==> config.mk <==
export PLATFORM = sky130hd
export DESIGN_NAME = tx_buffer_command_path
export DESIGN_NICKNAME = d
export VERILOG_FILES = /design/src/tx_path_pkg.sv /design/src/tx_buffer_command_path.sv
export SDC_FILE = /design/constraint.sdc
export NUM_CORES = 1
export LEC_CHECK = 0
export ABC_AREA = 1
export BUFFER_PORTS_ARGS = -buffer_cell sky130_fd_sc_hd__buf_2
export CORE_MARGIN = 5
export CORE_UTILIZATION = 60
export CTS_BUF_LIST = sky130_fd_sc_hd__clkbuf_16
export CTS_CLUSTER_DIAMETER = 200
export DETAILED_ROUTE_END_ITERATION = 10
export MAX_ROUTING_LAYER = met4
export PLACE_DENSITY = 0.88
export SYNTH_ARGS = -nofsm -noshare
export SYNTH_HDL_FRONTEND = slang
export SYNTH_SLANG_ARGS = --single-unit
==> constraint.sdc <==
create_clock -name i_clk_sys -period 9.3 [get_ports i_clk_sys]
set_input_delay 1.86 -clock i_clk_sys [delete_from_list [all_inputs] [get_ports i_clk_sys]]
set_output_delay 1.86 -clock i_clk_sys [all_outputs]
set_load 0.005 [all_outputs]
==> src/tx_path_pkg.sv <==
// constants and types shared by the transmit buffer command path
package tx_path_pkg;

	localparam int DATA_W = 32;
	localparam int ADDR_W = 8;
	localparam int FIFO_AW = 4;
	localparam int FIFO_DEPTH = 16;
	localparam int STS_AW = 3;
	localparam int STS_DEPTH = 8;

	// register byte addresses
	localparam logic [7:0] REG_DATA = 8'h00;
	localparam logic [7:0] REG_STATUS = 8'h04;
	localparam logic [7:0] REG_SPACE = 8'h08;
	localparam logic [7:0] REG_FLAGS = 8'h0C;
	localparam logic [7:0] REG_THRESH = 8'h10;

	// flag register bits
	localparam int FLAG_TXERR = 0;
	localparam int FLAG_DONE = 1;
	localparam int FLAG_THRESH = 2;

	// first command word fields
	localparam int A_IOC = 31;
	localparam int A_ALIGN_HI = 25;
	localparam int A_ALIGN_LO = 24;
	localparam int A_OFF_HI = 20;
	localparam int A_OFF_LO = 16;
	localparam int A_FIRST = 13;
	localparam int A_LAST = 12;
	localparam int A_SIZE_HI = 10;
	// second command word fields
	localparam int B_TAG_HI = 31;
	localparam int B_TAG_LO = 16;
	localparam int B_LEN_HI = 10;

	localparam logic [1:0] ALIGN_16 = 2'h1;
	localparam logic [1:0] ALIGN_32 = 2'h2;
	localparam logic [10:0] ROUND_16 = 11'h003;
	localparam logic [10:0] ROUND_32 = 11'h007;

	localparam logic [1:0] RESP_OKAY = 2'h0;
	localparam logic [1:0] RESP_SLVERR = 2'h2;

	typedef enum logic [1:0] {
		ST_CMD_A = 2'b00,
		ST_CMD_B = 2'b01,
		ST_PAYLOAD = 2'b10,
		ST_PAD = 2'b11
	} parse_state_t;

	typedef struct packed {
		logic [31:0] data;
		logic [3:0] keep;
		logic buf_end;
		logic ioc;
		logic pkt_end;
		logic err;
		logic [15:0] tag;
		logic [10:0] len;
	} tx_beat_t;

endpackage

==> src/tx_buffer_command_path.sv <==
// transmit buffer command parser with register bus and status queue
`timescale 1ns/1ps
`default_nettype none

module tx_buffer_command_path (
	input wire logic i_clk_sys, // system clock
	input wire logic i_rst, // async reset, active high
	input wire logic [7:0] i_s_axi_awaddr, // write address
	input wire logic i_s_axi_awvalid, // write address valid
	output logic o_s_axi_awready, // write address ready
	input wire logic [31:0] i_s_axi_wdata, // write data
	input wire logic [3:0] i_s_axi_wstrb, // write strobes
	input wire logic i_s_axi_wvalid, // write data valid
	output logic o_s_axi_wready, // write data ready
	output logic [1:0] o_s_axi_bresp, // write response
	output logic o_s_axi_bvalid, // write response valid
	input wire logic i_s_axi_bready, // write response ready
	input wire logic [7:0] i_s_axi_araddr, // read address
	input wire logic i_s_axi_arvalid, // read address valid
	output logic o_s_axi_arready, // read address ready
	output logic [31:0] o_s_axi_rdata, // read data
	output logic [1:0] o_s_axi_rresp, // read response
	output logic o_s_axi_rvalid, // read data valid
	input wire logic i_s_axi_rready, // read data ready
	output logic [31:0] o_tx_data, // payload word to transmitter
	output logic [3:0] o_tx_keep, // valid bytes of the word
	output logic o_tx_last, // last word of packet
	output logic o_tx_valid, // payload word valid
	input wire logic i_tx_ready, // transmitter accepts word
	output logic o_tx_error_flag, // sticky transmit error
	output logic o_buffer_done_flag, // sticky buffer completion
	output logic o_status_level_reached // status count at threshold
);

	localparam int FIFO_DEPTH = tx_path_pkg::FIFO_DEPTH;
	localparam int FIFO_AW = tx_path_pkg::FIFO_AW;
	localparam int STS_DEPTH = tx_path_pkg::STS_DEPTH;
	localparam int STS_AW = tx_path_pkg::STS_AW;

	// register bus
	logic aw_held, w_held;
	logic [7:0] aw_addr;
	logic [31:0] w_data;
	logic [3:0] w_strb;
	logic aw_hs, w_hs, do_write, ar_hs;
	logic [7:0] wr_addr;
	logic [31:0] wr_data;
	logic [3:0] wr_strb;

	// data fifo, status fifo, output buffer
	logic [31:0] fifo_mem [FIFO_DEPTH];
	logic [FIFO_AW:0] fifo_wp, fifo_rp, fifo_cnt;
	logic [31:0] sts_mem [STS_DEPTH];
	logic [STS_AW:0] sts_wp, sts_rp, sts_cnt;
	tx_path_pkg::tx_beat_t obuf [2];
	logic obuf_wp, obuf_rp;
	logic [1:0] obuf_cnt;

	logic [15:0] half_low;
	logic half_pending;
	logic data_push, overflow, fifo_pop, fifo_empty;
	logic sts_push, sts_pop, sts_full;
	logic [7:0] thresh;
	logic [2:0] flags;

	// parser
	tx_path_pkg::parse_state_t state;
	logic [31:0] cmd_a, cmd_b_ref;
	logic [10:0] wcnt, wtot, wpad;
	logic [11:0] tot_bytes, pkt_bytes, next_pkt_bytes;
	logic [4:0] offset;
	logic pkt_err, cmdb_mismatch, len_mismatch;
	logic [3:0] keep;
	logic [2:0] keep_cnt;
	logic beat_push, obuf_ready, out_hs;
	tx_path_pkg::tx_beat_t beat;

	assign aw_hs = i_s_axi_awvalid & o_s_axi_awready;
	assign w_hs = i_s_axi_wvalid & o_s_axi_wready;
	assign o_s_axi_awready = ~aw_held & ~o_s_axi_bvalid;
	assign o_s_axi_wready = ~w_held & ~o_s_axi_bvalid;
	assign do_write = (aw_held | aw_hs) & (w_held | w_hs) & ~o_s_axi_bvalid;
	assign wr_addr = aw_held ? aw_addr : i_s_axi_awaddr;
	assign wr_data = w_held ? w_data : i_s_axi_wdata;
	assign wr_strb = w_held ? w_strb : i_s_axi_wstrb;
	assign o_s_axi_arready = ~o_s_axi_rvalid;
	assign ar_hs = i_s_axi_arvalid & o_s_axi_arready;

	// address and data may arrive in either order
	always_ff @(posedge i_clk_sys or posedge i_rst) begin
		if (i_rst) begin
			aw_held <= 1'b0;
			w_held <= 1'b0;
			aw_addr <= 8'h00;
			w_data <= 32'h0000_0000;
			w_strb <= 4'h0;
		end else if (do_write) begin
			aw_held <= 1'b0;
			w_held <= 1'b0;
		end else begin
			if (aw_hs) begin
				aw_held <= 1'b1;
				aw_addr <= i_s_axi_awaddr;
			end
			if (w_hs) begin
				w_held <= 1'b1;
				w_data <= i_s_axi_wdata;
				w_strb <= i_s_axi_wstrb;
			end
		end
	end

	always_ff @(posedge i_clk_sys or posedge i_rst) begin
		if (i_rst) begin
			o_s_axi_bvalid <= 1'b0;
			o_s_axi_bresp <= tx_path_pkg::RESP_OKAY;
		end else if (do_write) begin
			o_s_axi_bvalid <= 1'b1;
			case (wr_addr)
				tx_path_pkg::REG_DATA, tx_path_pkg::REG_FLAGS,
				tx_path_pkg::REG_THRESH: o_s_axi_bresp <= tx_path_pkg::RESP_OKAY;
				default: o_s_axi_bresp <= tx_path_pkg::RESP_SLVERR;
			endcase
		end else if (i_s_axi_bready) begin
			o_s_axi_bvalid <= 1'b0;
		end
	end

	// reads; a status read pops the status fifo
	assign sts_pop = ar_hs & (i_s_axi_araddr == tx_path_pkg::REG_STATUS) &
		(sts_cnt != '0);
	always_ff @(posedge i_clk_sys or posedge i_rst) begin
		if (i_rst) begin
			o_s_axi_rvalid <= 1'b0;
			o_s_axi_rdata <= 32'h0000_0000;
			o_s_axi_rresp <= tx_path_pkg::RESP_OKAY;
		end else if (ar_hs) begin
			o_s_axi_rvalid <= 1'b1;
			o_s_axi_rresp <= tx_path_pkg::RESP_OKAY;
			case (i_s_axi_araddr)
				tx_path_pkg::REG_STATUS: o_s_axi_rdata <= (sts_cnt != '0) ?
					sts_mem[sts_rp[STS_AW-1:0]] : 32'h0000_0000;
				tx_path_pkg::REG_SPACE: o_s_axi_rdata <= {12'h000,
					4'(sts_cnt), 11'h000, 5'(FIFO_DEPTH - fifo_cnt)};
				tx_path_pkg::REG_FLAGS: o_s_axi_rdata <= {29'h0, flags};
				tx_path_pkg::REG_THRESH: o_s_axi_rdata <= {24'h0, thresh};
				default: begin
					o_s_axi_rdata <= 32'h0000_0000;
					o_s_axi_rresp <= tx_path_pkg::RESP_SLVERR;
				end
			endcase
		end else if (i_s_axi_rready) begin
			o_s_axi_rvalid <= 1'b0;
		end
	end

	always_ff @(posedge i_clk_sys or posedge i_rst) begin
		if (i_rst)
			thresh <= 8'h00;
		else if (do_write && wr_addr == tx_path_pkg::REG_THRESH && wr_strb[0])
			thresh <= wr_data[7:0];
	end

	// 16-bit halves, low half first, into one word
	always_ff @(posedge i_clk_sys or posedge i_rst) begin
		if (i_rst) begin
			half_pending <= 1'b0;
			half_low <= 16'h0000;
		end else if (do_write && wr_addr == tx_path_pkg::REG_DATA) begin
			half_pending <= ~half_pending;
			if (!half_pending)
				half_low <= wr_data[15:0];
		end
	end
	assign data_push = do_write & (wr_addr == tx_path_pkg::REG_DATA) &
		half_pending;
	assign overflow = data_push & (fifo_cnt == 5'(FIFO_DEPTH));

	always_ff @(posedge i_clk_sys) begin
		if (data_push && !overflow)
			fifo_mem[fifo_wp[FIFO_AW-1:0]] <= {wr_data[15:0], half_low};
	end
	always_ff @(posedge i_clk_sys or posedge i_rst) begin
		if (i_rst) begin
			fifo_wp <= '0;
			fifo_rp <= '0;
		end else begin
			if (data_push && !overflow)
				fifo_wp <= fifo_wp + 1'b1;
			if (fifo_pop)
				fifo_rp <= fifo_rp + 1'b1;
		end
	end
	assign fifo_cnt = fifo_wp - fifo_rp;
	assign fifo_empty = (fifo_cnt == '0);

	// buffer geometry from first command
	assign offset = cmd_a[tx_path_pkg::A_OFF_HI:tx_path_pkg::A_OFF_LO];
	assign tot_bytes = {7'h00, offset} + {1'b0, cmd_a[tx_path_pkg::A_SIZE_HI:0]};
	assign wtot = 11'((tot_bytes + 12'h003) >> 2);
	always_comb begin
		case (cmd_a[tx_path_pkg::A_ALIGN_HI:tx_path_pkg::A_ALIGN_LO])
			tx_path_pkg::ALIGN_16: wpad = (wtot + tx_path_pkg::ROUND_16) &
				~tx_path_pkg::ROUND_16;
			tx_path_pkg::ALIGN_32: wpad = (wtot + tx_path_pkg::ROUND_32) &
				~tx_path_pkg::ROUND_32;
			default: wpad = wtot;
		endcase
	end

	// bytes of the current word inside offset..end
	always_comb begin
		keep = 4'h0;
		keep_cnt = 3'h0;
		for (int k = 0; k < 4; k++) begin
			if ({wcnt, 2'(k)} >= {8'h00, offset} &&
				{1'b0, wcnt, 2'(k)} < {1'b0, tot_bytes}) begin
				keep[k] = 1'b1;
				keep_cnt = keep_cnt + 3'h1;
			end
		end
	end

	assign next_pkt_bytes = pkt_bytes + {9'h000, keep_cnt};
	assign len_mismatch = next_pkt_bytes != {1'b0,
		cmd_b_ref[tx_path_pkg::B_LEN_HI:0]};
	assign cmdb_mismatch = (state == tx_path_pkg::ST_CMD_B) & ~fifo_empty &
		~cmd_a[tx_path_pkg::A_FIRST] & (fifo_mem[fifo_rp[FIFO_AW-1:0]] !=
		cmd_b_ref);

	assign obuf_ready = (obuf_cnt != 2'h2);
	// a word wholly before the start offset is dropped, not sent
	assign beat_push = (state == tx_path_pkg::ST_PAYLOAD) & ~fifo_empty &
		obuf_ready & (keep != 4'h0);
	assign fifo_pop = ~fifo_empty & ((state != tx_path_pkg::ST_PAYLOAD) |
		obuf_ready);

	always_comb begin
		beat.data = fifo_mem[fifo_rp[FIFO_AW-1:0]];
		beat.keep = keep;
		beat.buf_end = (wcnt == wtot - 11'h001);
		beat.ioc = cmd_a[tx_path_pkg::A_IOC];
		beat.pkt_end = beat.buf_end & cmd_a[tx_path_pkg::A_LAST];
		beat.err = pkt_err | len_mismatch;
		beat.tag = cmd_b_ref[tx_path_pkg::B_TAG_HI:tx_path_pkg::B_TAG_LO];
		beat.len = next_pkt_bytes[10:0];
	end

	// command, payload and pad sequencing
	always_ff @(posedge i_clk_sys or posedge i_rst) begin
		if (i_rst) begin
			state <= tx_path_pkg::ST_CMD_A;
			cmd_a <= 32'h0000_0000;
			cmd_b_ref <= 32'h0000_0000;
			wcnt <= 11'h000;
			pkt_bytes <= 12'h000;
			pkt_err <= 1'b0;
		end else if (fifo_pop) begin
			case (state)
				tx_path_pkg::ST_CMD_A: begin
					cmd_a <= fifo_mem[fifo_rp[FIFO_AW-1:0]];
					state <= tx_path_pkg::ST_CMD_B;
				end
				tx_path_pkg::ST_CMD_B: begin
					wcnt <= 11'h000;
					if (cmd_a[tx_path_pkg::A_FIRST]) begin
						cmd_b_ref <= fifo_mem[fifo_rp[FIFO_AW-1:0]];
						pkt_bytes <= 12'h000;
						pkt_err <= 1'b0;
					end else if (cmdb_mismatch) begin
						pkt_err <= 1'b1;
					end
					state <= (wtot != 11'h000) ? tx_path_pkg::ST_PAYLOAD :
						tx_path_pkg::ST_CMD_A;
				end
				tx_path_pkg::ST_PAYLOAD: begin
					wcnt <= wcnt + 11'h001;
					pkt_bytes <= next_pkt_bytes;
					if (beat.buf_end)
						state <= (wpad != wtot) ? tx_path_pkg::ST_PAD :
							tx_path_pkg::ST_CMD_A;
				end
				tx_path_pkg::ST_PAD: begin
					wcnt <= wcnt + 11'h001;
					if (wcnt == wpad - 11'h001)
						state <= tx_path_pkg::ST_CMD_A;
				end
				default: state <= tx_path_pkg::ST_CMD_A;
			endcase
		end
	end

	// two-entry output buffer absorbs receiver stalls
	assign out_hs = o_tx_valid & i_tx_ready;
	always_ff @(posedge i_clk_sys) begin
		if (beat_push)
			obuf[obuf_wp] <= beat;
	end
	always_ff @(posedge i_clk_sys or posedge i_rst) begin
		if (i_rst) begin
			obuf_wp <= 1'b0;
			obuf_rp <= 1'b0;
			obuf_cnt <= 2'h0;
		end else begin
			if (beat_push)
				obuf_wp <= ~obuf_wp;
			if (out_hs)
				obuf_rp <= ~obuf_rp;
			obuf_cnt <= obuf_cnt + {1'b0, beat_push} - {1'b0, out_hs};
		end
	end
	assign o_tx_valid = (obuf_cnt != 2'h0);
	assign o_tx_data = obuf[obuf_rp].data;
	assign o_tx_keep = obuf[obuf_rp].keep;
	assign o_tx_last = obuf[obuf_rp].pkt_end;

	// status word per finished packet: tag, error, byte count
	assign sts_full = (sts_cnt == 4'(STS_DEPTH));
	assign sts_push = out_hs & obuf[obuf_rp].pkt_end & ~sts_full;
	always_ff @(posedge i_clk_sys) begin
		if (sts_push)
			sts_mem[sts_wp[STS_AW-1:0]] <= {obuf[obuf_rp].tag,
				obuf[obuf_rp].err, 4'h0, obuf[obuf_rp].len};
	end
	always_ff @(posedge i_clk_sys or posedge i_rst) begin
		if (i_rst) begin
			sts_wp <= '0;
			sts_rp <= '0;
		end else begin
			if (sts_push)
				sts_wp <= sts_wp + 1'b1;
			if (sts_pop)
				sts_rp <= sts_rp + 1'b1;
		end
	end
	assign sts_cnt = sts_wp - sts_rp;
	assign o_status_level_reached = (thresh != 8'h00) &
		({4'h0, sts_cnt} >= thresh);

	// sticky flags, write one to clear, set wins over clear
	always_ff @(posedge i_clk_sys or posedge i_rst) begin
		if (i_rst) begin
			flags <= 3'h0;
		end else begin
			if (do_write && wr_addr == tx_path_pkg::REG_FLAGS && wr_strb[0])
				flags <= flags & ~wr_data[2:0];
			if (overflow || cmdb_mismatch || (beat_push && beat.pkt_end &&
				len_mismatch) || (out_hs && obuf[obuf_rp].pkt_end && sts_full))
				flags[tx_path_pkg::FLAG_TXERR] <= 1'b1;
			if (out_hs && obuf[obuf_rp].buf_end && obuf[obuf_rp].ioc)
				flags[tx_path_pkg::FLAG_DONE] <= 1'b1;
			if (o_status_level_reached)
				flags[tx_path_pkg::FLAG_THRESH] <= 1'b1;
		end
	end
	assign o_tx_error_flag = flags[tx_path_pkg::FLAG_TXERR];
	assign o_buffer_done_flag = flags[tx_path_pkg::FLAG_DONE];

endmodule // tx_buffer_command_path

`default_nettype wire

* Word level (Yosys, flattened, before mapping)
Memories as Yosys holds them, arrays and structs flattened. Index checks and enable logic that the tools add are counted.
Word-level totals: register bits after elaboration 205, memory bits (writable) 870, input bits 60, output and inout port bits 82, word-level logic and storage cells 219, memories kept 3
Memories:
- fifo_mem | words 16, width 32, read ports 1, clocked after memory_dff 0, wr ports 1, line tx_buffer_command_path.sv:51 | logic [31:0] fifo_mem [FIFO_DEPTH];
- sts_mem | words 8, width 28, read ports 1, clocked after memory_dff 0, wr ports 1, line tx_buffer_command_path.sv:53 | logic [31:0] sts_mem [STS_DEPTH];
- obuf | words 2, width 67, read ports 1, clocked after memory_dff 0, wr ports 1, line tx_buffer_command_path.sv:55 | tx_path_pkg::tx_beat_t obuf [2];
Operators by class: add/subtract/negate cells 20, magnitude comparators 9, eq/ne operators 23, multiplexer cells 44, bitwise gates (word level) 41, reductions and logical operators 50
Operator list (count):
- 32-bit one-hot mux with 4 select lines | 1
- 13-bit by 5-bit >= comparator with 1-bit output | 4
- 13-bit by 12-bit less-than comparator with 1-bit output | 4
- 11-bit one-hot mux with 2 select lines | 2
- 32-bit two-way mux | 1
- 32-bit != test | 1
- 1-bit two-way mux | 25
- 1-bit AND | 24
- 8-bit by 4-bit equality test with 1-bit output (second input constant) | 3
- 12-bit one-hot mux with 2 select lines | 1
- 11-bit equality test | 2
- 2-bit nonzero test | 11
- 8-bit by 5-bit equality test with 1-bit output (second input constant) | 2
- 1-bit logical AND | 16
- 16-bit two-way mux | 1
- 12-bit by 2-bit adder with 12-bit output (second input constant) | 1
- 12-bit by 3-bit adder with 12-bit output | 1
- 5-bit by 11-bit adder with 12-bit output | 1
- 12-bit two-way mux | 1
- 2-bit two-way mux | 6
- 3-bit two-way mux | 4
- 12-bit by 11-bit != test with 1-bit output | 1
- 3-bit AND reduction | 4
- 10-bit by 2-bit adder with 11-bit output (second input constant) | 1
- 38 further kinds | 69

* Depth between registers and ports, before layout
Gate-level depths: netlist (run 1).
word-level depth 16, mapped depth 45

* Worst setup path after synthesis (run 1)
Ideal clock, no wire load.
kind register to register, start point register cmd_a[16] (read register of fifo_mem), end point memory obuf[0][27] (netlist name), data pin, arrival 6.143 ns, required time 9.017 ns, setup slack 2.873 ns, stages on the path, launching flop included 41, period minus slack after synthesis 6.427 ns, cell sequence dfrtp_1 -> ha_1 -> fa_1 -> nand3_1 -> nand2_2 -> nand3_1 -> nand2_1 -> nand3_1 -> xor2_1 -> ha_1 -> nand3_1 -> inv_1 -> nand3_1 -> nor4_1 -> inv_1 -> nor2_1 -> nor2_1 -> a41oi_1 -> [5 not listed] -> inv_1 -> ha_1 -> inv_1 -> o21ai_0 -> inv_1 -> fa_1 -> nor2_1 -> o21ai_0 -> or2_2 -> nor2_1 -> nand3_1 -> nor2_1 -> xor2_1 -> inv_1 -> nor2_1 -> o221ai_1 -> a2111oi_0 -> nand2_1
RTL lines:
- start, declared | line tx_buffer_command_path.sv:68 | logic [31:0] cmd_a, cmd_b_ref;
- end, declared | line tx_buffer_command_path.sv:55

==> results of run 1 <==
==> cell families after synthesis <==
logic type | after synthesis
other | 1
flip-flops | 1058
AND/OR/NAND/NOR | 1463
buffers and inverters | 418
adder cells (fa/ha/maj) | 58
AO/OA/AOI/OAI | 760
multiplexers | 35
XOR/XNOR | 86
==> cell type report <==
class / count / area share, %
Inverter: 226 / 1.726
Clock inverter: 90 / 1.471
Timing Repair Buffer: 180 / 2.146
Sequential cell: 1058 / 61.66
Tap cell: 969 / 2.424
Clock buffer: 104 / 5.202
Multi-Input combinational cell: 2408 / 25.36
Antenna cell: 3 / 0.01501
==> cell usage in the layout, fill, tap and decap left out, types with 17 or more instances in the layout <==
cell / netlist / routed
nand2_1: 790 / 790
xor2_1: 73 / 73
ha_1: 54 / 54
nand3_1: 178 / 178
inv_1: 206 / 223
buf_4: 6 / 63
nand4_1: 21 / 21
o22ai_1: 84 / 84
nor2_1: 377 / 350
a21oi_1: 117 / 117
o21ai_0: 406 / 401
nand2_2: 22 / 22
dfrtp_1: 188 / 183
nor2_4: 3 / 22
nor3_1: 20 / 18
inv_2: 17 / 21
a221oi_1: 24 / 24
o221ai_1: 57 / 57
clkbuf_16: 0 / 104
o211ai_1: 17 / 17
clkinv_1: 2 / 32
mux2_2: 35 / 35
edfxtp_1: 870 / 870
buf_2: 6 / 116
==> metal layers <==
| layer | vias to the layer above | part of all wire, % | track usage (%) |
|---|---|---|---|
| li1 | 13920 | - | - |
| met1 | 15190 | 35 | 37.93 |
| met2 | 2541 | 47 | 46.16 |
| met3 | 500 | 13 | 6.843 |
| met4 | 0 | 5.7 | 14.17 |
| met5 | - | 0 | - |
==> worst max-delay path by stage <==
| stage | startpoint | cells after the start | endpoint | slack (ps) |
|---|---|---|---|---|
| 2_1_floorplan | i_rst | 1 | aw_addr[0]$_DFFE_PP0P_ | 2330 |
| 6_report | cmd_a[0]$_DFFE_PP0P_ | 40 | obuf[0][27]$_DFFE_PP_ | 1460 |
| 3_5_place_dp | cmd_a[0]$_DFFE_PP0P_ | 40 | obuf[0][27]$_DFFE_PP_ | 1630 |
| 3_3_place_gp | cmd_a[16]$_DFFE_PP0P_ | 40 | obuf[0][27]$_DFFE_PP_ | 1920 |
| 5_1_grt | cmd_a[0]$_DFFE_PP0P_ | 40 | obuf[0][27]$_DFFE_PP_ | 850 |
| 4_1_cts | cmd_a[0]$_DFFE_PP0P_ | 40 | obuf[0][27]$_DFFE_PP_ | 1550 |
==> state kept, by name (all words and copies together), names as in the netlist, 5 cells and up <==
register / cells
cmd_b_ref: 32
cmd_a: 21
fifo_mem: 512
w_data: 16
thresh: 8
fifo_wp: 5
o_s_axi_rdata: 28
fifo_rp: 5
wcnt: 11
pkt_bytes: 12
aw_addr: 8
obuf: 134
sts_mem: 224
half_low: 16
==> metrics by stage <==
stage                     std cells  utilization, %
after floorplan                3884               -
after global placement         4841           62.81
after detailed placement       4841           62.81
after CTS                      5035           67.30
after global routing           5037           67.31
final                          5038           67.31
==> power by group <==
part           switching (mW)  internal, mW
clock network            1.83          2.29
logic                    3.52          1.18
registers               0.490          6.41
total                    5.83          9.88
==> critical path: cells and delay by family, from the launching register on <==
family / cells / cell delay, ps
AO/OA/AOI/OAI: 5 / 1280
XOR/XNOR: 2 / 530
adder cells (fa/ha/maj): 6 / 1840
buffers and inverters: 7 / 570
flip-flops: 1 / 390
AND/OR/NAND/NOR: 20 / 2910
==> flow_metrics.env, run 1 <==
export IMPL_die_h_um=283.6
export IMPL_slowest_delay_ps=640
export IMPL_slowest_stage="a2111oi_0"
export IMPL_syn_inst=3879
export IMPL_grt_pass1_vias=31140
export IMPL_cp_start_kind="flip-flop"
export IMPL_holdPathEnd="o_s_axi_rdata[15]$_DFFE_PP0P_"
export IMPL_drc=0
export IMPL_final_setup_worst_slack_ps=1462
export IMPL_cp_max_fo=4
export IMPL_synth_cell_type_count=60
export IMPL_worstMarginPinSlew_ps=1258
export IMPL_gp_congestion=0.9076
export IMPL_cts_max_level=3
export IMPL_ant_nets=0
export IMPL_yosys_area_share_simple_pct=13.68
export IMPL_skew_ps=60.42
export IMPL_cp_required_ps=9690
export IMPL_finalMaxSlewViolations=0
export IMPL_rows=100
export IMPL_rr_startpoint="cmd_a[0]$_DFFE_PP0P_"
export IMPL_arrival_ps=8220
export IMPL_ys_top_cells_by_area="edfxtp_1 58%, dfrtp_1 10%, nand2_1 6.6%"
export IMPL_fin_hold_ws_ps=470.4
export IMPL_muxShareOfSynthArea_pct=0.8772
export IMPL_start_util_pct=60.45
export IMPL_finalSetupViolations=0
export IMPL_grt_ovfl_total=0
export IMPL_routedWlPerCell_um=23.81
export IMPL_synthMostInstantiatedCell="edfxtp_1"
export IMPL_seq_area_frac_synth_pct=68.62
export IMPL_io_buffer_count=116
export IMPL_synth_top_cell_by_area="edfxtp_1"
export IMPL_timing_hold_worst_path_depth=2
export IMPL_period_needed_ps=7838
export IMPL_core_area_um2=74320
export IMPL_ios=142
export IMPL_hold_violations=0
export IMPL_fin_nets=4094
export IMPL_relSlewSlack_pct=15.55
export IMPL_powerDensity_nw_per_um2=314.1
export IMPL_clk_pin_slew_ps=60
export IMPL_post_route_cell_area_um2=50030
export IMPL_pre_cts_ws_ps=1630
export IMPL_cts_tree="yes"
export IMPL_ys_async_sr_fraction_pct=17.77
export IMPL_grt_max_degree=235
export IMPL_worst_r2r_path_depth=40
export IMPL_rsz0062_at_grt="no"
export IMPL_syn_to_final_growth_pct=11.35
export IMPL_tns_ps=0
export IMPL_critPathKind="reg -> reg"
export IMPL_ys_warnings_count=0
export IMPL_cts_hold_buf=0
export IMPL_cts_sinks=1058
export IMPL_seq_area_um2=30840
export IMPL_synth_edf_count=870
export IMPL_synthXorXnorAreaFrac_pct=1.677
export IMPL_max_cap_violations=0
export IMPL_antenna_found_initial=3
export IMPL_synth_compound_area_share_pct=9.875
export IMPL_vias=32150
export IMPL_clk_path_buf_depth=3
export IMPL_ir_worst_vdd_v=0.0002234
export IMPL_p_leak_nw=19.14
export IMPL_first_pass_iters=6
export IMPL_synth_top_family_by_area="simple AND/OR/NAND/NOR gates"
export IMPL_nFillCells=4775
export IMPL_min_delay_start="o_s_axi_rdata[15]$_DFFE_PP0P_"
export IMPL_place_hpwl_um=68400
export IMPL_ys_top_cells_by_count="870 x edfxtp_1, 790 x nand2_1, 406 x o21ai_0, 377 x nor2_1, 206 x inv_1"
export IMPL_synthesis_area_um2=44930
export IMPL_dieArea_um2=80450
export IMPL_first_iter_violations=4835
export IMPL_layout_drive_gt1_share_pct=11.76
export IMPL_ys_ff_latch=1058
export IMPL_syn_avg_cell_area_um2=11.58
export IMPL_multi_input_area_um2=12690
export IMPL_post_cts_buffers=0
export IMPL_viasPerCell=6.381
export IMPL_place_area_um2=46680
export IMPL_root_buffer="clkbuf_16"
export IMPL_min_path_type="reg -> reg"
export IMPL_power_mw=15.71
export IMPL_clk_latency_ps=700
export IMPL_synth_fa_ha_area_share_pct=1.682
export IMPL_routed_wl_um=120000
export IMPL_status="finished, final reports clean"
export IMPL_timing_fmax_mhz=127.6
export IMPL_cts_resized=0
export IMPL_grt_usage_pct=29.84
export IMPL_worstSetupEndpointType="flip-flop"
export IMPL_r2r_slack_ps=1460
export IMPL_post_route_period_util_pct=84.28
export IMPL_grt_pass1_wl_um=181000
export IMPL_synth_top_area_share_pct=58.15
export IMPL_die_w_um=283.6
export IMPL_cts_buffers=102
export IMPL_ys_flop_type="edfxtp_1"
export IMPL_r2r_end="obuf[0][27]$_DFFE_PP_"
(Power assumes the default switching activity.)
==> run 2, diff against run 1 <==
Settings changed: ABC_AREA 1 to 0.
Clock period 9.3 ns to 7.8 ns, I/O delays scaled along.
==> run 2 against run 1 <==
  * Sequential cell count did not move
  * Core utilization up 0.67 points
  * Largest power group is now combinational logic
  * Routed wire length is 5.1% lower
  * Total power grew 35%
  * Via count fell by 23%
  * Clock skew up 3.1 ps
  * Synthesized area down 0.97%
==> flow_metrics.env, run 2 <==
export IMPL_status="finished, final reports clean"
export IMPL_place_area_um2=46410
export IMPL_ys_top_cells_by_area="edfxtp_1 59%, mux4_2 11%, dfrtp_1 11%"
export IMPL_grt_pass1_vias=25640
export IMPL_drc=0
export IMPL_hold_violations=0
export IMPL_viasPerCell=6.665
export IMPL_layout_common_cells="870 x edfxtp_1, 216 x mux4_2, 182 x dfrtp_1"
export IMPL_clk_path_buf_depth=3
export IMPL_ios=142
export IMPL_period_needed_ps=7414
export IMPL_synth_cell_type_count=89
export IMPL_seq_area_frac_synth_pct=69.30
export IMPL_place_hpwl_um=65860
export IMPL_synthMostInstantiatedCell="edfxtp_1"
export IMPL_grt_pass1_wl_um=168800
export IMPL_critPathBufInv=2
export IMPL_dieArea_um2=79700
export IMPL_nFillCells=4408
export IMPL_syn_inst=2522
export IMPL_met2_usage_pct=50.24
export IMPL_cts_buffers=100
export IMPL_root_buffer="clkbuf_16"
export IMPL_cp_start_kind="flip-flop"
export IMPL_first_pass_iters=8
export IMPL_arrival_ps=7820
export IMPL_syn_avg_cell_area_um2=17.64
export IMPL_cts_sinks=1058
export IMPL_synth_top_area_share_pct=58.72
export IMPL_synth_top_cell_by_area="edfxtp_1"
export IMPL_min_path_type="reg -> reg"
export IMPL_max_cap_violations=0
export IMPL_post_route_period_util_pct=95.05
export IMPL_syn_to_final_growth_pct=11.85
export IMPL_die_h_um=282.3
export IMPL_worstMarginPinSlew_ps=1221
export IMPL_io_buffer_count=116
export IMPL_core_area_um2=73210
export IMPL_slowest_stage="ha_2"
export IMPL_layout_commonest_cell="edfxtp_1"
export IMPL_crit_start="cmd_a[19]$_DFFE_PP0P_"
export IMPL_slowest_delay_ps=390
export IMPL_vias=24870
export IMPL_routed_wl_um=113900
export IMPL_synth_edf_count=870
export IMPL_clk_latency_ps=700
export IMPL_grt_ovfl_total=0
export IMPL_cts_max_level=3
export IMPL_final_setup_worst_slack_ps=386.0
export IMPL_ys_top_cells_by_count="870 x edfxtp_1, 216 x mux4_2, 188 x dfrtp_1, 156 x mux2_2, 119 x nand2_1"
export IMPL_post_route_cell_area_um2=49760
export IMPL_pre_cts_ws_ps=144.5
export IMPL_antenna_found_initial=2
export IMPL_rr_startpoint="cmd_a[19]$_DFFE_PP0P_"
export IMPL_r2r_end="obuf[1][27]$_DFFE_PP_"
export IMPL_cp_required_ps=8200
export IMPL_powerDensity_nw_per_um2=425.9
export IMPL_ant_nets=0
export IMPL_worst_r2r_path_depth=30
export IMPL_finalMaxSlewViolations=0
export IMPL_finalSetupViolations=0
export IMPL_routedWlPerCell_um=30.52
export IMPL_p_leak_nw=17.55
export IMPL_crit_top_cell="ha_1"
export IMPL_ir_worst_vdd_v=0.0003166
export IMPL_grtUsageMet3_pct=4.672
export IMPL_relSlewSlack_pct=18.59
export IMPL_worstSetupEndpointType="flip-flop"
export IMPL_critical_path_depth=30
export IMPL_clk_pin_slew_ps=60
export IMPL_die_w_um=282.3
export IMPL_ys_warnings_count=0
export IMPL_gp_congestion=0.8876
export IMPL_synthesis_area_um2=44490
export IMPL_met1_usage_pct=36.32
export IMPL_busiest_layer="met2"
export IMPL_largest_reg_flops=512
export IMPL_ys_async_sr_fraction_pct=17.77
export IMPL_layout_drive_gt1_share_pct=27.98
export IMPL_rows=99
export IMPL_cts_tree="yes"
export IMPL_min_delay_start="o_s_axi_rdata[31]$_DFFE_PP0P_"
export IMPL_timing_fmax_mhz=134.9
export IMPL_cp_endpoint="obuf[1][27]$_DFFE_PP_"
export IMPL_cp_max_fo=12
export IMPL_r2r_slack_ps=390
export IMPL_skew_ps=63.54
export IMPL_ys_flop_type="edfxtp_1"
export IMPL_critPathKind="reg -> reg"
export IMPL_ys_ff_latch=1058
export IMPL_start_util_pct=60.77
export IMPL_grt_usage_pct=29.74
export IMPL_fin_nets=2800
export IMPL_first_iter_violations=2851
export IMPL_grt_max_degree=117
export IMPL_cp_top_family="adder cells"
==> run 2: cell count changes in the layout (fill, tap and decap cells not counted), moves of 77 or more <==
cell / change
nand2_1: -671
o22ai_1: -78
a21oi_1: -80
inv_1: -123
o21ai_0: -329
xnor2_1: +77
nor2_1: -293
mux2_2: +121
nand3_1: -144
mux4_2: +216
==> run 2: kinds of logic after synthesis <==
| kind of cell | share of synthesized area [%] |
|---|---|
| and+or+nand+nor | 4.297 |
| xor gates and xnor gates | 2.832 |
| other | 0.008429 |
| buffers and inverters | 1.876 |
| DFF | 69.30 |
| muxes | 15.77 |
| adders and majority gates | 1.766 |
| AOI/OAI and AO/OA | 4.154 |
==> run 2: worst min path at each step <==
stage / end / slack [ps] / cells past startpoint
4_1_cts: o_s_axi_rdata[31]$_DFFE_PP0P_ / 480 / 2
2_1_floorplan: obuf[0][29]$_DFFE_PP_ / 440 / 0
3_5_place_dp: o_s_axi_rdata[31]$_DFFE_PP0P_ / 460 / 2
6_report: o_s_axi_rdata[31]$_DFFE_PP0P_ / 470 / 2
5_1_grt: o_s_axi_rdata[5]$_DFFE_PP0P_ / 510 / 2
3_3_place_gp: obuf[0][29]$_DFFE_PP_ / 450 / 0
==> run 2: per-layer routing <==
layer | part of all wire [%] | vias to the layer above
met4 | 5.2 | 0
met2 | 52 | 1488
met3 | 7.6 | 330
met5 | 0 | -
met1 | 35 | 12800
li1 | - | 10260
==> run 2: layout make-up <==
cell class / count / area (um2) / share of cell area (%)
Clock inverter: 90 / 737.0 / 1.481
Multi-Input combinational cell: 1267 / 13100 / 26.33
Inverter: 74 / 285.3 / 0.5733
Tap cell: 959 / 1200 / 2.411
Antenna cell: 3 / 7.507 / 0.01509
Timing Repair Buffer: 181 / 1081 / 2.172
Clock buffer: 100 / 2502 / 5.029
Sequential cell: 1058 / 30850 / 61.99
==> run 2: through the flow <==
| stage | hold WS (ps) | setup TNS [ps] | utilization, % | instances | total power [mW] |
|---|---|---|---|---|---|
| 2_1_floorplan | 438.2 | 0 | - | 2527 | 13.66 |
| 3_3_place_gp | 449.8 | 0 | 63.40 | 3538 | 15.78 |
| 3_5_place_dp | 463.3 | 0 | 63.40 | 3538 | 16.13 |
| 4_1_cts | 476.5 | 0 | 67.83 | 3728 | 21.06 |
| 5_1_grt | 508.5 | -4.473 | 67.97 | 3731 | 22.11 |
| 6_report | 467.6 | 0 | 67.98 | 3732 | 21.19 |
==> run 2: what timing repair did <==
item | 4_1_cts | 5_1_grt
setup buffers | 0 | 1
endpoints found under the setup margin | 0 | 3
resized for setup | 0 | 17
hold buffers | 0 | 0
==> run 2: power by group <==
part           switching [mW]  internal, mW  leakage [nW]  total, mW
logic                    4.95          3.47          5.60       8.42
clock network            2.16          2.65          1.70       4.81
registers               0.758          7.21          10.3       7.96
==> run 2: tightest hold or removal path: cells and delay by family, from the launching register on <==
kind,cells,cell delay (ps)
simple gates,1,50
compound gates,1,50
flops,1,340
